--- src/sc_regs.svh ---
`ifndef SC_REGS_SVH
`define SC_REGS_SVH
// ****************************************
// Register offsets on the plain port
// ****************************************
`define SC_ADDR_DATA   3'h0
`define SC_ADDR_MODE   3'h1
`define SC_ADDR_CTRL   3'h2
`define SC_ADDR_RUN    3'h3
`define SC_ADDR_PORT3  3'h4
`define SC_ADDR_T2CMP  3'h5
// ****************************************
// Field positions
// ****************************************
`define SC_MODE_TB8    7
`define SC_MODE_RXE    5
`define SC_MODE_WU     4
`define SC_MODE_SM_HI  3
`define SC_MODE_SM_LO  2
`define SC_MODE_SC_HI  1
`define SC_MODE_SC_LO  0
`define SC_CTRL_RB8    7
`define SC_CTRL_OVERRUN_FLAG   4
`define SC_CTRL_FRAMING_FLAG   2
`define SC_RUN_BR_HI   1
`define SC_RUN_BR_LO   0
`define SC_P3_RXSEL    1
// ****************************************
// Reset values
// ****************************************
`define SC_MODE_RST    8'h00
`define SC_RUN_RST     8'h00
`define SC_P3_RST      8'h00
`define SC_T2_RST      8'h01
// ****************************************
// Timing counts
// ****************************************
`define SC_TICK_LAST   4'hF
`define SC_SMP_FIRST   4'h7
`define SC_SMP_LAST    4'h9
`define SC_DECIDE      4'hA
`define SC_SCLK_RISE   3'h3
`define SC_SCLK_END    3'h7
`define SC_SH_BITS     4'h8
`endif

--- src/sc_pkg.sv ---
`default_nettype none
package sc_pkg;
    // Receiver states, one-hot
    typedef enum logic [4:0] {
        RX_IDLE  = 5'h01,
        RX_START = 5'h02,
        RX_DATA  = 5'h04,
        RX_STOP  = 5'h08,
        RX_WAIT  = 5'h10
    } sc_rx_state_t;
    // Frame format select
    typedef enum logic [1:0] {
        FMT_SHIFT = 2'h0,
        FMT_7     = 2'h1,
        FMT_8     = 2'h2,
        FMT_9     = 2'h3
    } sc_format_t;
    // Serial clock source select
    typedef enum logic [1:0] {
        SRC_TIMER2    = 2'h0,
        SRC_BAUD      = 2'h1,
        SRC_HALF_OSC  = 2'h2,
        SRC_BAUD_HALF = 2'h3
    } sc_clk_src_t;
endpackage
`default_nettype wire

--- src/sc_rate_gen.sv ---
`timescale 1ns/1ps
`default_nettype none
// Prescaler, baud divider and timer 2 feeding the serial base clock
module sc_rate_gen (
    input  wire logic       mclk,
    input  wire logic       srst,
    input  wire logic [1:0] rateSel,
    input  wire logic [1:0] clkSrc,
    input  wire logic [7:0] t2Cmp,
    output logic            baseTick
);
    logic [10:0] psc_q, psc_d;
    logic [7:0]  t2_q, t2_d;
    logic        half_q, half_d;
    logic        tick_q, tick_d;
    logic        baudTick, fc8Tick, t2Match;

    // Dividers; a compare value of zero counts 256
    always_comb begin
        psc_d   = psc_q + 11'h001;
        fc8Tick = &psc_q[2:0];
        case (rateSel)
            2'h0:    baudTick = &psc_q[10:0];
            2'h1:    baudTick = &psc_q[8:0];
            2'h2:    baudTick = &psc_q[6:0];
            default: baudTick = &psc_q[4:0];
        endcase
        t2Match = fc8Tick && ((t2_q + 8'h01) == t2Cmp);
        t2_d    = t2Match ? 8'h00 : (fc8Tick ? t2_q + 8'h01 : t2_q);
        half_d  = half_q ^ baudTick;
        case (clkSrc)
            sc_pkg::SRC_TIMER2:   tick_d = t2Match;
            sc_pkg::SRC_BAUD:     tick_d = baudTick;
            sc_pkg::SRC_HALF_OSC: tick_d = psc_q[0];
            default:              tick_d = baudTick & half_q;
        endcase
    end

    always_ff @(posedge mclk) begin
        if (srst) begin
            psc_q  <= 11'h000;
            t2_q   <= 8'h00;
            half_q <= 1'b0;
            tick_q <= 1'b0;
        end else begin
            psc_q  <= psc_d;
            t2_q   <= t2_d;
            half_q <= half_d;
            tick_q <= tick_d;
        end
    end

    assign baseTick = tick_q;
endmodule // sc_rate_gen
`default_nettype wire

--- src/sc_uart.sv ---
// Behaviour
// - Transmit and receive buffers are separate and run independently outside shift mode.
// - Shift mode moves one direction at a time over one clock pin.
// - Start bit accepted only if two of three samples are low.
// - Sixteen base ticks per bit, samples at seven to nine, majority wins.
// - Rate select picks prescaler tap fc/2048, fc/512, fc/128 or fc/32.
// - Clock source takes baud output undivided or halved.
// - Clock source may also be fc/2 or timer 2 match.
// - Timer 2 rate is its input clock over sixteen and compare.
// - Shift mode drives a shift clock of fc/8 on its pin.
// - Shift mode samples receive line at each rising shift clock.
// - Shift mode puts one transmit bit out per rising shift clock.
// - Finished character goes to receive buffer with receive interrupt.
// - Unread buffer at completion flags overrun, keeps old, drops new.
// - Overrun and framing flags set in control register.
// - Reading control register clears all error flags together.
// - Ninth received bit stored in control register in 9-bit mode.
// - Wake-up in 9-bit mode interrupts only when ninth bit is one.
// - Transmit counter gives one bit clock every sixteen base ticks.
// - Buffer write starts sending at next transmit bit clock.
// - Data leaves LSB first; stop bit going out raises transmit interrupt.
// - Ninth transmit bit comes from mode register, written first.
// - Stop bit majority of zero flags a framing error.
`timescale 1ns/1ps
`default_nettype none
`include "sc_regs.svh"
module sc_uart (
    input  wire logic       mclk,
    input  wire logic       srst,
    input  wire logic [2:0] addr,
    input  wire logic [7:0] wrData,
    input  wire logic       wrStb,
    input  wire logic       rdStb,
    output logic      [7:0] rdData,
    input  wire logic       rxdPin,
    output logic            txdPin,
    output logic            sclkPin,
    output logic            transmitIrq,
    output logic            receiveIrq
);
    // ****************************************
    // Declarations
    // ****************************************
    logic [7:0] mode_q, mode_d, run_q, run_d, p3_q, p3_d, t2cmp_q, t2cmp_d;
    logic [7:0] txBuf_q, txBuf_d, rxBuf_q, rxBuf_d, rdData_q, rdData_d, ctrlRd;
    logic       txFull_q, txFull_d, rxFull_q, rxFull_d, rb8_q, rb8_d;
    logic       ovr_q, ovr_d, framing_flag_q, framing_flag_d, rxIrq_q, rxIrq_d, txIrq_q, txIrq_d;
    logic       rxS1_q, rxS2_q, rxLine, baseTick, voteMaj, sampleEn, decide;
    logic       shAct_q, shAct_d, shTx_q, shTx_d, sclk_q, sclk_d;
    logic [2:0] shCnt_q, shCnt_d;
    logic [3:0] shIdx_q, shIdx_d, nBits;
    logic       shRise, shStartTx, shStartRx, shDoneTx;
    logic [9:0] txSh_q, txSh_d;
    logic [3:0] txBits_q, txBits_d, txCnt_q, txCnt_d;
    logic       txd_q, txd_d, bitClk, txLoad;
    logic [8:0] rxSh_q, rxSh_d;
    logic [3:0] rxCnt_q, rxCnt_d, rxIdx_q, rxIdx_d;
    logic       rxDone, rxFerr, rxNinth, accept;
    logic [7:0] rxWord;
    logic       isShift, rxEn, wakeEn;
    sc_pkg::sc_format_t   fmt;
    sc_pkg::sc_rx_state_t rxState_q, rxState_d;

    // Address decode shared by read and write paths
    function automatic logic hit(input logic [2:0] a, input logic [2:0] off);
        return a == off;
    endfunction

    // Data bits per frame for the selected format
    function automatic logic [3:0] frameBits(input sc_pkg::sc_format_t f);
        case (f)
            sc_pkg::FMT_7: return 4'h7;
            sc_pkg::FMT_9: return 4'h9;
            default:       return 4'h8;
        endcase
    endfunction

    assign fmt     = sc_pkg::sc_format_t'(mode_q[`SC_MODE_SM_HI:`SC_MODE_SM_LO]);
    assign isShift = fmt == sc_pkg::FMT_SHIFT;
    assign rxEn    = mode_q[`SC_MODE_RXE];
    assign wakeEn  = mode_q[`SC_MODE_WU];
    assign nBits   = frameBits(fmt);

    // ****************************************
    // Clocking and line sampling
    // ****************************************
    sc_rate_gen u_rate (
        .mclk     (mclk),
        .srst     (srst),
        .rateSel  (run_q[`SC_RUN_BR_HI:`SC_RUN_BR_LO]),
        .clkSrc   (mode_q[`SC_MODE_SC_HI:`SC_MODE_SC_LO]),
        .t2Cmp    (t2cmp_q),
        .baseTick (baseTick)
    );

    // Pin is asynchronous: two stages before anything reads it
    always_ff @(posedge mclk) begin
        if (srst) begin
            rxS1_q <= 1'b1;
            rxS2_q <= 1'b1;
        end else begin
            rxS1_q <= rxdPin;
            rxS2_q <= rxS1_q;
        end
    end

    // Unrouted pin reads as an idle line
    assign rxLine = rxS2_q | ~p3_q[`SC_P3_RXSEL];

    sc_vote u_vote (
        .mclk     (mclk),
        .srst     (srst),
        .sampleEn (sampleEn),
        .din      (rxLine),
        .majority (voteMaj)
    );

    // ****************************************
    // Shift mode sequencer
    // ****************************************
    // Transmit wins over receive; a started transfer runs to its end
    always_comb begin
        shAct_d   = shAct_q;
        shTx_d    = shTx_q;
        shCnt_d   = shCnt_q;
        shIdx_d   = shIdx_q;
        shRise    = shAct_q && (shCnt_q == `SC_SCLK_RISE);
        shStartTx = isShift && !shAct_q && txFull_q;
        shStartRx = isShift && !shAct_q && !txFull_q && rxEn && !rxFull_q;
        shDoneTx  = shAct_q && shTx_q && (shCnt_q == `SC_SCLK_END) && (shIdx_q == `SC_SH_BITS);
        if (shStartTx || shStartRx) begin
            shAct_d = 1'b1;
            shTx_d  = shStartTx;
            shCnt_d = 3'h0;
            shIdx_d = 4'h0;
        end else if (shAct_q) begin
            shCnt_d = shCnt_q + 3'h1;
            if (shRise) begin
                shIdx_d = shIdx_q + 4'h1;
            end
            if ((shCnt_q == `SC_SCLK_END) && (shIdx_q == `SC_SH_BITS)) begin
                shAct_d = 1'b0;
            end
        end
        // Eight mclk per period, idle high
        sclk_d = ~shAct_d | shCnt_d[2];
    end

    always_ff @(posedge mclk) begin
        if (srst) begin
            shAct_q <= 1'b0;
            shTx_q  <= 1'b0;
            shCnt_q <= 3'h0;
            shIdx_q <= 4'h0;
            sclk_q  <= 1'b1;
        end else begin
            shAct_q <= shAct_d;
            shTx_q  <= shTx_d;
            shCnt_q <= shCnt_d;
            shIdx_q <= shIdx_d;
            sclk_q  <= sclk_d;
        end
    end

    // ****************************************
    // Transmitter
    // ****************************************
    // Shifter is padded with ones so the stop bit falls out last
    always_comb begin
        txCnt_d  = baseTick ? txCnt_q + 4'h1 : txCnt_q;
        bitClk   = baseTick && (txCnt_q == `SC_TICK_LAST);
        txLoad   = !isShift && bitClk && (txBits_q == 4'h0) && txFull_q;
        txd_d    = txd_q;
        txSh_d   = txSh_q;
        txBits_d = txBits_q;
        txIrq_d  = 1'b0;
        if (shStartTx) begin
            txSh_d = {2'h3, txBuf_q};
        end else if (shRise && shTx_q) begin
            txd_d  = txSh_q[0];
            txSh_d = {1'b1, txSh_q[9:1]};
        end
        // Line back to idle high, else a later frame has no start edge
        if (shDoneTx) begin
            txIrq_d = 1'b1;
            txd_d   = 1'b1;
        end
        if (txLoad) begin
            txd_d    = 1'b0;
            txBits_d = nBits + 4'h1;
            case (fmt)
                sc_pkg::FMT_7: txSh_d = {3'h7, txBuf_q[6:0]};
                sc_pkg::FMT_9: txSh_d = {1'b1, mode_q[`SC_MODE_TB8], txBuf_q};
                default:       txSh_d = {2'h3, txBuf_q};
            endcase
        end else if (bitClk && (txBits_q != 4'h0)) begin
            txd_d    = txSh_q[0];
            txSh_d   = {1'b1, txSh_q[9:1]};
            txBits_d = txBits_q - 4'h1;
            if (txBits_q == 4'h1) begin
                txIrq_d = 1'b1;
            end
        end
    end

    always_ff @(posedge mclk) begin
        if (srst) begin
            txCnt_q  <= 4'h0;
            txd_q    <= 1'b1;
            txSh_q   <= 10'h3FF;
            txBits_q <= 4'h0;
            txIrq_q  <= 1'b0;
        end else begin
            txCnt_q  <= txCnt_d;
            txd_q    <= txd_d;
            txSh_q   <= txSh_d;
            txBits_q <= txBits_d;
            txIrq_q  <= txIrq_d;
        end
    end

    // ****************************************
    // Receiver
    // ****************************************
    // Decision one tick after the third sample, when the voter holds all three
    always_comb begin
        rxState_d = rxState_q;
        rxCnt_d   = baseTick ? rxCnt_q + 4'h1 : rxCnt_q;
        rxIdx_d   = rxIdx_q;
        rxSh_d    = rxSh_q;
        rxDone    = 1'b0;
        rxFerr    = 1'b0;
        decide    = baseTick && (rxCnt_q == `SC_DECIDE);
        sampleEn  = baseTick && (rxCnt_q >= `SC_SMP_FIRST) && (rxCnt_q <= `SC_SMP_LAST);
        case (rxState_q)
            sc_pkg::RX_IDLE: begin
                if (!isShift && rxEn && baseTick && !rxLine) begin
                    rxState_d = sc_pkg::RX_START;
                    rxCnt_d   = 4'h1;
                end
            end
            sc_pkg::RX_START: begin
                if (decide) begin
                    rxState_d = voteMaj ? sc_pkg::RX_IDLE : sc_pkg::RX_DATA;
                    rxIdx_d   = 4'h0;
                end
            end
            sc_pkg::RX_DATA: begin
                if (decide) begin
                    rxSh_d  = {voteMaj, rxSh_q[8:1]};
                    rxIdx_d = rxIdx_q + 4'h1;
                    if (rxIdx_q == (nBits - 4'h1)) begin
                        rxState_d = sc_pkg::RX_STOP;
                    end
                end
            end
            sc_pkg::RX_STOP: begin
                if (decide) begin
                    rxDone    = 1'b1;
                    rxFerr    = !voteMaj;
                    rxState_d = sc_pkg::RX_WAIT;
                end
            end
            sc_pkg::RX_WAIT: begin
                if (rxLine) begin
                    rxState_d = sc_pkg::RX_IDLE;
                end
            end
            default: rxState_d = sc_pkg::RX_IDLE;
        endcase
        if (shRise && !shTx_q) begin
            rxSh_d = {rxLine, rxSh_q[8:1]};
            rxDone = shIdx_q == (`SC_SH_BITS - 4'h1);
        end
        case (fmt)
            sc_pkg::FMT_7: rxWord = {1'b0, rxSh_d[8:2]};
            sc_pkg::FMT_9: rxWord = rxSh_d[7:0];
            default:       rxWord = rxSh_d[8:1];
        endcase
        rxNinth = rxSh_d[8];
    end

    always_ff @(posedge mclk) begin
        if (srst) begin
            rxState_q <= sc_pkg::RX_IDLE;
            rxCnt_q   <= 4'h0;
            rxIdx_q   <= 4'h0;
            rxSh_q    <= 9'h000;
        end else begin
            rxState_q <= rxState_d;
            rxCnt_q   <= rxCnt_d;
            rxIdx_q   <= rxIdx_d;
            rxSh_q    <= rxSh_d;
        end
    end

    // ****************************************
    // Register file and flags
    // ****************************************
    // Flag sets beat same-cycle software clears
    always_comb begin
        mode_d   = (wrStb && hit(addr, `SC_ADDR_MODE))  ? wrData : mode_q;
        run_d    = (wrStb && hit(addr, `SC_ADDR_RUN))   ? wrData : run_q;
        p3_d     = (wrStb && hit(addr, `SC_ADDR_PORT3)) ? wrData : p3_q;
        t2cmp_d  = (wrStb && hit(addr, `SC_ADDR_T2CMP)) ? wrData : t2cmp_q;
        txBuf_d  = (wrStb && hit(addr, `SC_ADDR_DATA))  ? wrData : txBuf_q;
        txFull_d = txFull_q;
        if (txLoad || shStartTx) begin
            txFull_d = 1'b0;
        end
        if (wrStb && hit(addr, `SC_ADDR_DATA)) begin
            txFull_d = 1'b1;
        end
        accept   = rxDone && !rxFull_q;
        rxBuf_d  = accept ? rxWord : rxBuf_q;
        rb8_d    = (accept && (fmt == sc_pkg::FMT_9)) ? rxNinth : rb8_q;
        rxIrq_d  = accept && !((fmt == sc_pkg::FMT_9) && wakeEn && !rxNinth);
        rxFull_d = rxFull_q;
        ovr_d    = ovr_q;
        framing_flag_d   = framing_flag_q;
        if (rdStb && hit(addr, `SC_ADDR_DATA)) begin
            rxFull_d = 1'b0;
        end
        if (rdStb && hit(addr, `SC_ADDR_CTRL)) begin
            ovr_d  = 1'b0;
            framing_flag_d = 1'b0;
        end
        if (accept) begin
            rxFull_d = 1'b1;
        end
        if (rxDone && rxFull_q) begin
            ovr_d = 1'b1;
        end
        if (rxDone && rxFerr) begin
            framing_flag_d = 1'b1;
        end
        ctrlRd                = 8'h00;
        ctrlRd[`SC_CTRL_RB8]  = rb8_q;
        ctrlRd[`SC_CTRL_OVERRUN_FLAG] = ovr_q;
        ctrlRd[`SC_CTRL_FRAMING_FLAG] = framing_flag_q;
        rdData_d = 8'h00;
        if (rdStb) begin
            case (addr)
                `SC_ADDR_DATA:  rdData_d = rxBuf_q;
                `SC_ADDR_MODE:  rdData_d = mode_q;
                `SC_ADDR_CTRL:  rdData_d = ctrlRd;
                `SC_ADDR_RUN:   rdData_d = run_q;
                `SC_ADDR_PORT3: rdData_d = p3_q;
                `SC_ADDR_T2CMP: rdData_d = t2cmp_q;
                default:        rdData_d = 8'h00;
            endcase
        end
    end

    always_ff @(posedge mclk) begin
        if (srst) begin
            mode_q   <= `SC_MODE_RST;
            run_q    <= `SC_RUN_RST;
            p3_q     <= `SC_P3_RST;
            t2cmp_q  <= `SC_T2_RST;
            txBuf_q  <= 8'h00;
            txFull_q <= 1'b0;
            rxBuf_q  <= 8'h00;
            rxFull_q <= 1'b0;
            rb8_q    <= 1'b0;
            ovr_q    <= 1'b0;
            framing_flag_q   <= 1'b0;
            rxIrq_q  <= 1'b0;
            rdData_q <= 8'h00;
        end else begin
            mode_q   <= mode_d;
            run_q    <= run_d;
            p3_q     <= p3_d;
            t2cmp_q  <= t2cmp_d;
            txBuf_q  <= txBuf_d;
            txFull_q <= txFull_d;
            rxBuf_q  <= rxBuf_d;
            rxFull_q <= rxFull_d;
            rb8_q    <= rb8_d;
            ovr_q    <= ovr_d;
            framing_flag_q   <= framing_flag_d;
            rxIrq_q  <= rxIrq_d;
            rdData_q <= rdData_d;
        end
    end

    assign rdData      = rdData_q;
    assign txdPin      = txd_q;
    assign sclkPin     = sclk_q;
    assign transmitIrq = txIrq_q;
    assign receiveIrq  = rxIrq_q;

    // ****************************************
    // Assertions
    // ****************************************
    property p_rx_irq_full;
        @(posedge mclk) disable iff (srst) rxIrq_q |-> rxFull_q;
    endproperty
    a_rx_irq_full: assert property (p_rx_irq_full) else $error("irq without buffered data");

    property p_overrun;
        @(posedge mclk) disable iff (srst) (rxDone && rxFull_q) |=> (ovr_q && $stable(rxBuf_q));
    endproperty
    a_overrun: assert property (p_overrun) else $error("overrun lost old data");

    property p_err_clear;
        @(posedge mclk) disable iff (srst) (rdStb && hit(addr, `SC_ADDR_CTRL) && !rxDone) |=> (!ovr_q && !framing_flag_q);
    endproperty
    a_err_clear: assert property (p_err_clear) else $error("error flags not cleared");

    property p_wakeup;
        @(posedge mclk) disable iff (srst) (rxIrq_q && (fmt == sc_pkg::FMT_9) && wakeEn) |-> rb8_q;
    endproperty
    a_wakeup: assert property (p_wakeup) else $error("wake-up irq with ninth bit low");

    property p_start_reject;
        @(posedge mclk) disable iff (srst) (rxState_q == sc_pkg::RX_START && decide && voteMaj) |=> (rxState_q == sc_pkg::RX_IDLE);
    endproperty
    a_start_reject: assert property (p_start_reject) else $error("noisy start accepted");

    property p_one_dir;
        @(posedge mclk) disable iff (srst) shAct_q |=> $stable(shTx_q) || !$past(shAct_q) || $past(shDoneTx) || !shAct_q;
    endproperty
    a_one_dir: assert property (p_one_dir) else $error("direction changed mid transfer");

    property p_sclk_low;
        @(posedge mclk) disable iff (srst) $fell(sclk_q) |-> !sclk_q[*4] ##1 sclk_q;
    endproperty
    a_sclk_low: assert property (p_sclk_low) else $error("shift clock period wrong");

    property p_start_bit;
        @(posedge mclk) disable iff (srst) txLoad |=> (!txd_q && txBits_q == (nBits + 4'h1));
    endproperty
    a_start_bit: assert property (p_start_bit) else $error("no start bit");

    property p_tx_irq_stop;
        @(posedge mclk) disable iff (srst) (txIrq_q && !isShift) |-> (txd_q && txBits_q == 4'h0);
    endproperty
    a_tx_irq_stop: assert property (p_tx_irq_stop) else $error("tx irq not at stop bit");

    property p_framing;
        @(posedge mclk) disable iff (srst) (rxState_q == sc_pkg::RX_STOP && decide && !voteMaj) |=> framing_flag_q;
    endproperty
    a_framing: assert property (p_framing) else $error("framing error missed");

    c_rx_frame: cover property (@(posedge mclk) disable iff (srst) rxIrq_q && !isShift);
    c_overrun: cover property (@(posedge mclk) disable iff (srst) rxDone && rxFull_q);
    c_shift_tx: cover property (@(posedge mclk) disable iff (srst) shDoneTx);
endmodule // sc_uart
`default_nettype wire

--- src/sc_vote.sv ---
`timescale 1ns/1ps
`default_nettype none
// Three-sample majority voter
module sc_vote (
    input  wire logic mclk,
    input  wire logic srst,
    input  wire logic sampleEn,
    input  wire logic din,
    output logic      majority
);
    logic [2:0] samp_q;
    logic [2:0] samp_d;

    // Keep the last three samples
    always_comb begin
        samp_d = sampleEn ? {samp_q[1:0], din} : samp_q;
    end

    always_ff @(posedge mclk) begin
        if (srst) begin
            samp_q <= 3'h7;
        end else begin
            samp_q <= samp_d;
        end
    end

    assign majority = (samp_q[0] & samp_q[1]) | (samp_q[0] & samp_q[2]) | (samp_q[1] & samp_q[2]);
endmodule // sc_vote
`default_nettype wire

--- config.mk ---
export PLATFORM = sky130hd
export DESIGN_NAME = sc_uart
export DESIGN_NICKNAME = d
export VERILOG_FILES = /design/src/sc_pkg.sv /design/src/sc_rate_gen.sv /design/src/sc_uart.sv /design/src/sc_vote.sv
export VERILOG_INCLUDE_DIRS = /design/src
export SDC_FILE = /design/constraint.sdc
export NUM_CORES = 1
export LEC_CHECK = 0
export ABC_CLOCK_PERIOD_IN_PS = 3000
export BUFFER_PORTS_ARGS = -buffer_cell sky130_fd_sc_hd__buf_2
export CORE_UTILIZATION = 60
export CTS_CLUSTER_SIZE = 10
export DETAILED_ROUTE_END_ITERATION = 12
export GPL_ROUTABILITY_DRIVEN = 0
export GPL_TIMING_DRIVEN = 0
export PLACE_DENSITY = 0.77
export SLEW_MARGIN = 30
export SYNTH_ARGS = -nofsm -noshare
export SYNTH_HDL_FRONTEND = slang
export SYNTH_HIERARCHICAL = 1
export SYNTH_SLANG_ARGS = --single-unit
--- constraint.sdc ---
create_clock -name mclk -period 3 [get_ports mclk]
set_input_delay 0.15 -clock mclk [delete_from_list [all_inputs] [get_ports mclk]]
set_output_delay 0.15 -clock mclk [all_outputs]
set_load 0.02 [all_outputs]
==> flow_summary_export.csv <==
group,metric,value,unit
worst_setup_path,worstPathMaxFanout,5,
route,drtAntennaViolNets,0,
sta,rsz0062_at_grt,"no",
synth,async_flop_share,0,%
sta,setup_viol,0,
worst_setup_path,crit_slowest_cell,"dfxtp_1",
clock_network,cts_tree,"built",
clock_network,cts_max_path_buffers,2,
floorplan,io_pins,28,
synth,synth_top_area_share,41.6,%
synth,yosysWarnings,6,
worst_setup_path,worstPathRequired,3410,ps
layout,multi_input_area,3670,µm²
floorplan,die_w,108,µm
placed_design,place_hpwl,11900,µm
synth,synth_most_common_cell,"dfxtp_1",
worst_setup_path,cp.arrival,2950,ps
global_routing,grt_pass1_wl,26800,µm
synth,synthesis.nets,821,
global_routing,grt_max_degree,17,
synth,syn_area_per_cell,8.53,µm²
worst_hold_path,hold_class,"primary input to register",
global_routing,antenna_found_initial,0,
route,drt_wl_total,16700,µm
global_routing,grt_pass1_vias,5525,
synth,synth.distinct_cells,73,
sta,setup-tns-final,0,ps
sta,slew_violations,0,
synth,synth-edff-count,0,
worst_setup_path,reg2reg_setup_slack,460,ps
placed_design,io_buffers,26,
synth,synth_top_area_cell,"dfxtp_1",
clock_network,cts-root-buf,"clkbuf_8",
worst_setup_path,cp_num_cells,13,
global_routing,grt_overflow,0,
clock_network,clk-insertion-delay-late,530,ps
clock_network,clkSlewWorstSetupHoldPaths,60,ps
route,drt_iter0_markers,543,
synth,syn_inst,785,
synth,synth-seq-area-share,41.6,%
worst_setup_path,worstSetupStartpointType,"register",
worst_setup_path,cpPeakStageDelay,350,ps
worst_setup_path,critPathTopFamily,"compound AO/OA/AOI/OAI gates",
sta,skew,9.07,ps
worst_setup_path,cp_num_buf_inv,0,
power_and_ir_drop,total_power,4.14,mW
layout,drive_gt1_share,11.0,%
synth,synth_area_leaders,"dfxtp_1 (42%), nand2_1 (6.8%), a21oi_1 (4.8%), nor2_1 (4.0%), ha_1 (3.7%)",
floorplan,initial_core_util,61.7,%
power_and_ir_drop,peakVddDrop,0.458,mV
layout,nets,877,
power_and_ir_drop,p_leak,2.84,nW
route,wire_per_inst,16.8,µm
sta,hold_viol_final,0,
worst_setup_path,startpoint,"u_rate/psc_q[0]$_SDFF_PP0_",
synth,synth_area,6690,µm²
route,detail_route.first_pass.iterations,5,
worst_setup_path,timing.rr.end,"u_rate/baseTick$_SDFF_PP0_",
floorplan,dieArea,11600,µm²
worst_setup_path,rr_startpoint,"u_rate/psc_q[0]$_SDFF_PP0_",
flow_run,cap_viol_max_count,0,
floorplan,core_area,10800,µm²
worst_setup_path,critPathCapture,"u_rate/baseTick$_SDFF_PP0_",
layout,syn_to_final_growth,15.0,%
synth,synth_common_cells,"dfxtp_1 (139), nand2_1 (122), nor2_1 (71)",
synth,ys.flop_type,"dfxtp_1",
placed_design,place_inst,951,
clock_network,cts_buffers,17,
placed_design,dp_slack,460,ps
sta,timing.final.crit_share,84.8,%
layout,seqCellArea,2780,µm²
clock_network,cts.repair.resized,0,
layout,final_cells,992,
worst_setup_path,r2r_cells,13,
worst_hold_path,hold_depth,5,
clock_network,numClockSinks,139,
worst_setup_path,worstPathCellList,"ha_1, and3_1, nor2b_1, and2_1, ha_1, a21oi_1, o21ai_0, o221a_2, ha_1, mux2i_1, nor3b_1, a31o_2, a21o_1",
floorplan,die_y,108,µm
sta,timing.final.ws_setup,456,ps
worst_setup_path,crit_type,"register to register",
layout,utilization,71.0,%
worst_setup_path,cp-end-kind,"register",
status,status,"complete, no violations",
route,routed_via_density,6.01,
sta,post-route-min-period,2540,ps
synth,ys_seq_elements,139,
layout,fillers,835,
sta,worstMarginPinSlew,809,ps
sta,slew_headroom,45.7,%
layout,num_antenna_cells,0,
sta,max_freq,393,MHz
power_and_ir_drop,p_per_area,538,nW/µm²
route,drc_errors,0,
floorplan,rows,38,
clock_network,cts-htree-levels,4,
route,vias,5959,
global_routing,grt_util_all_layers,30.0,%
worst_setup_path,crit_path_frequent_cell,"ha_1",
-- registers in the layout (all words and copies together), names as in the netlist, 3 cells and up --
name	cells
rxCnt_q	4
txBuf_q	8
txBits_q	4
u_rate/psc_q	11
rxSh_q	9
mode_q	8
p3_q	8
rxBuf_q	8
run_q	8
t2cmp_q	8
rxState_q	5
txCnt_q	4
txSh_q	9
shIdx_q	4
rxIdx_q	4
shCnt_q	3
rdData	8
u_rate/t2_q	8
u_vote/samp_q	3
-- worst min-delay path: stages --
cell and delay (ps):
buf_2 100, nor2b_1 90, nand3b_1 120, a22oi_1 70
nor2_1 80
-- cell usage in the layout, fill, tap and decap left out, types with 4 or more instances in the layout --
cell	netlist	layout
a211oi_1	11	11
a21boi_0	8	8
a21oi_1	64	64
a22oi_1	16	16
a31oi_1	6	6
and2_1	10	10
and3_1	7	7
buf_2	8	34
buf_6	4	4
clkbuf_1	23	25
clkbuf_16	0	16
clkbuf_8	0	4
clkinv_2	0	4
dfxtp_1	139	139
dlygate4sd3_1	0	11
ha_1	20	20
inv_1	10	10
mux2_2	7	7
mux2i_1	11	11
nand2_1	122	122
nand2b_1	14	14
nand3_1	24	24
nand3b_1	6	6
nand4_1	13	13
nor2_1	71	71
nor2b_1	23	23
nor3_1	17	16
nor3b_1	6	6
o211ai_1	4	4
o21ai_0	17	17
o21ai_1	9	9
o22a_1	6	6
or2_2	4	4
or3_1	6	6
xnor2_1	14	14
xor2_1	21	21
-- power by group --
part | internal [mW] | switching (mW) | total [mW] | leakage (nW)
Sequential | 1.87 | 0.0193 | 1.89 | 1.12
Clock | 1.32 | 0.741 | 2.06 | 0.286
Combinational | 0.0644 | 0.127 | 0.191 | 1.43
-- routing by layer --
layer  track usage [%]  share of wire (%)  vias up
li1                  -                  -     2878
met1              36.6                 42     2798
met3              6.60                6.7       42
met2              49.6                 48      241
met5                 0                  0        -
met4              15.2                3.2        0
-- cell families after synthesis --
family | Yosys count | share of synthesized area (%)
AOI/OAI and AO/OA | 174 | 17.0
xor gates and xnor gates | 35 | 4.58
adders and majority gates | 21 | 3.89
buffers and inverters | 52 | 3.59
DFF | 139 | 41.6
muxes | 24 | 4.28
and+or+nand+nor | 340 | 25.1
-- worst min-delay path by stage --
stage,endpoint,slack (ps),startpoint
floorplan,u_vote/samp_q[0]$_SDFFE_PP1P_,250,srst
global placement,rxS1_q$_SDFF_PP1_,340,rxdPin
detailed placement,rxS1_q$_SDFF_PP1_,340,rxdPin
CTS,ovr_q$_SDFFE_PP0P_,110,addr[2]
global route,ovr_q$_SDFFE_PP0P_,130,addr[2]
finish,ovr_q$_SDFFE_PP0P_,140,addr[2]
-- repair_timing --
item / CTS / global route
endpoints found under the hold margin: 45 / 0
hold buffers: 11 / 0
setup buffers: 0 / 0
-- stage by stage --
stage                     cell area (µm²)  hold slack, ps
final                                7690             140
after global routing                 7690             129
after CTS                            7690             115
after detailed placement             7000             340
after global placement               7000             339
after floorplan                      6690             249
-- area by class of cell --
class | count | area share [%]
Tap cell | 140 | 2.28
Clock inverter | 8 | 1.53
Buffer | 40 | 2.54
Sequential cell | 139 | 36.2
Multi-Input combinational cell | 594 | 47.8
Clock buffer | 22 | 6.02
Inverter | 12 | 0.585
Timing Repair Buffer | 37 | 3.12
Power figures use the tool's default switching activity.
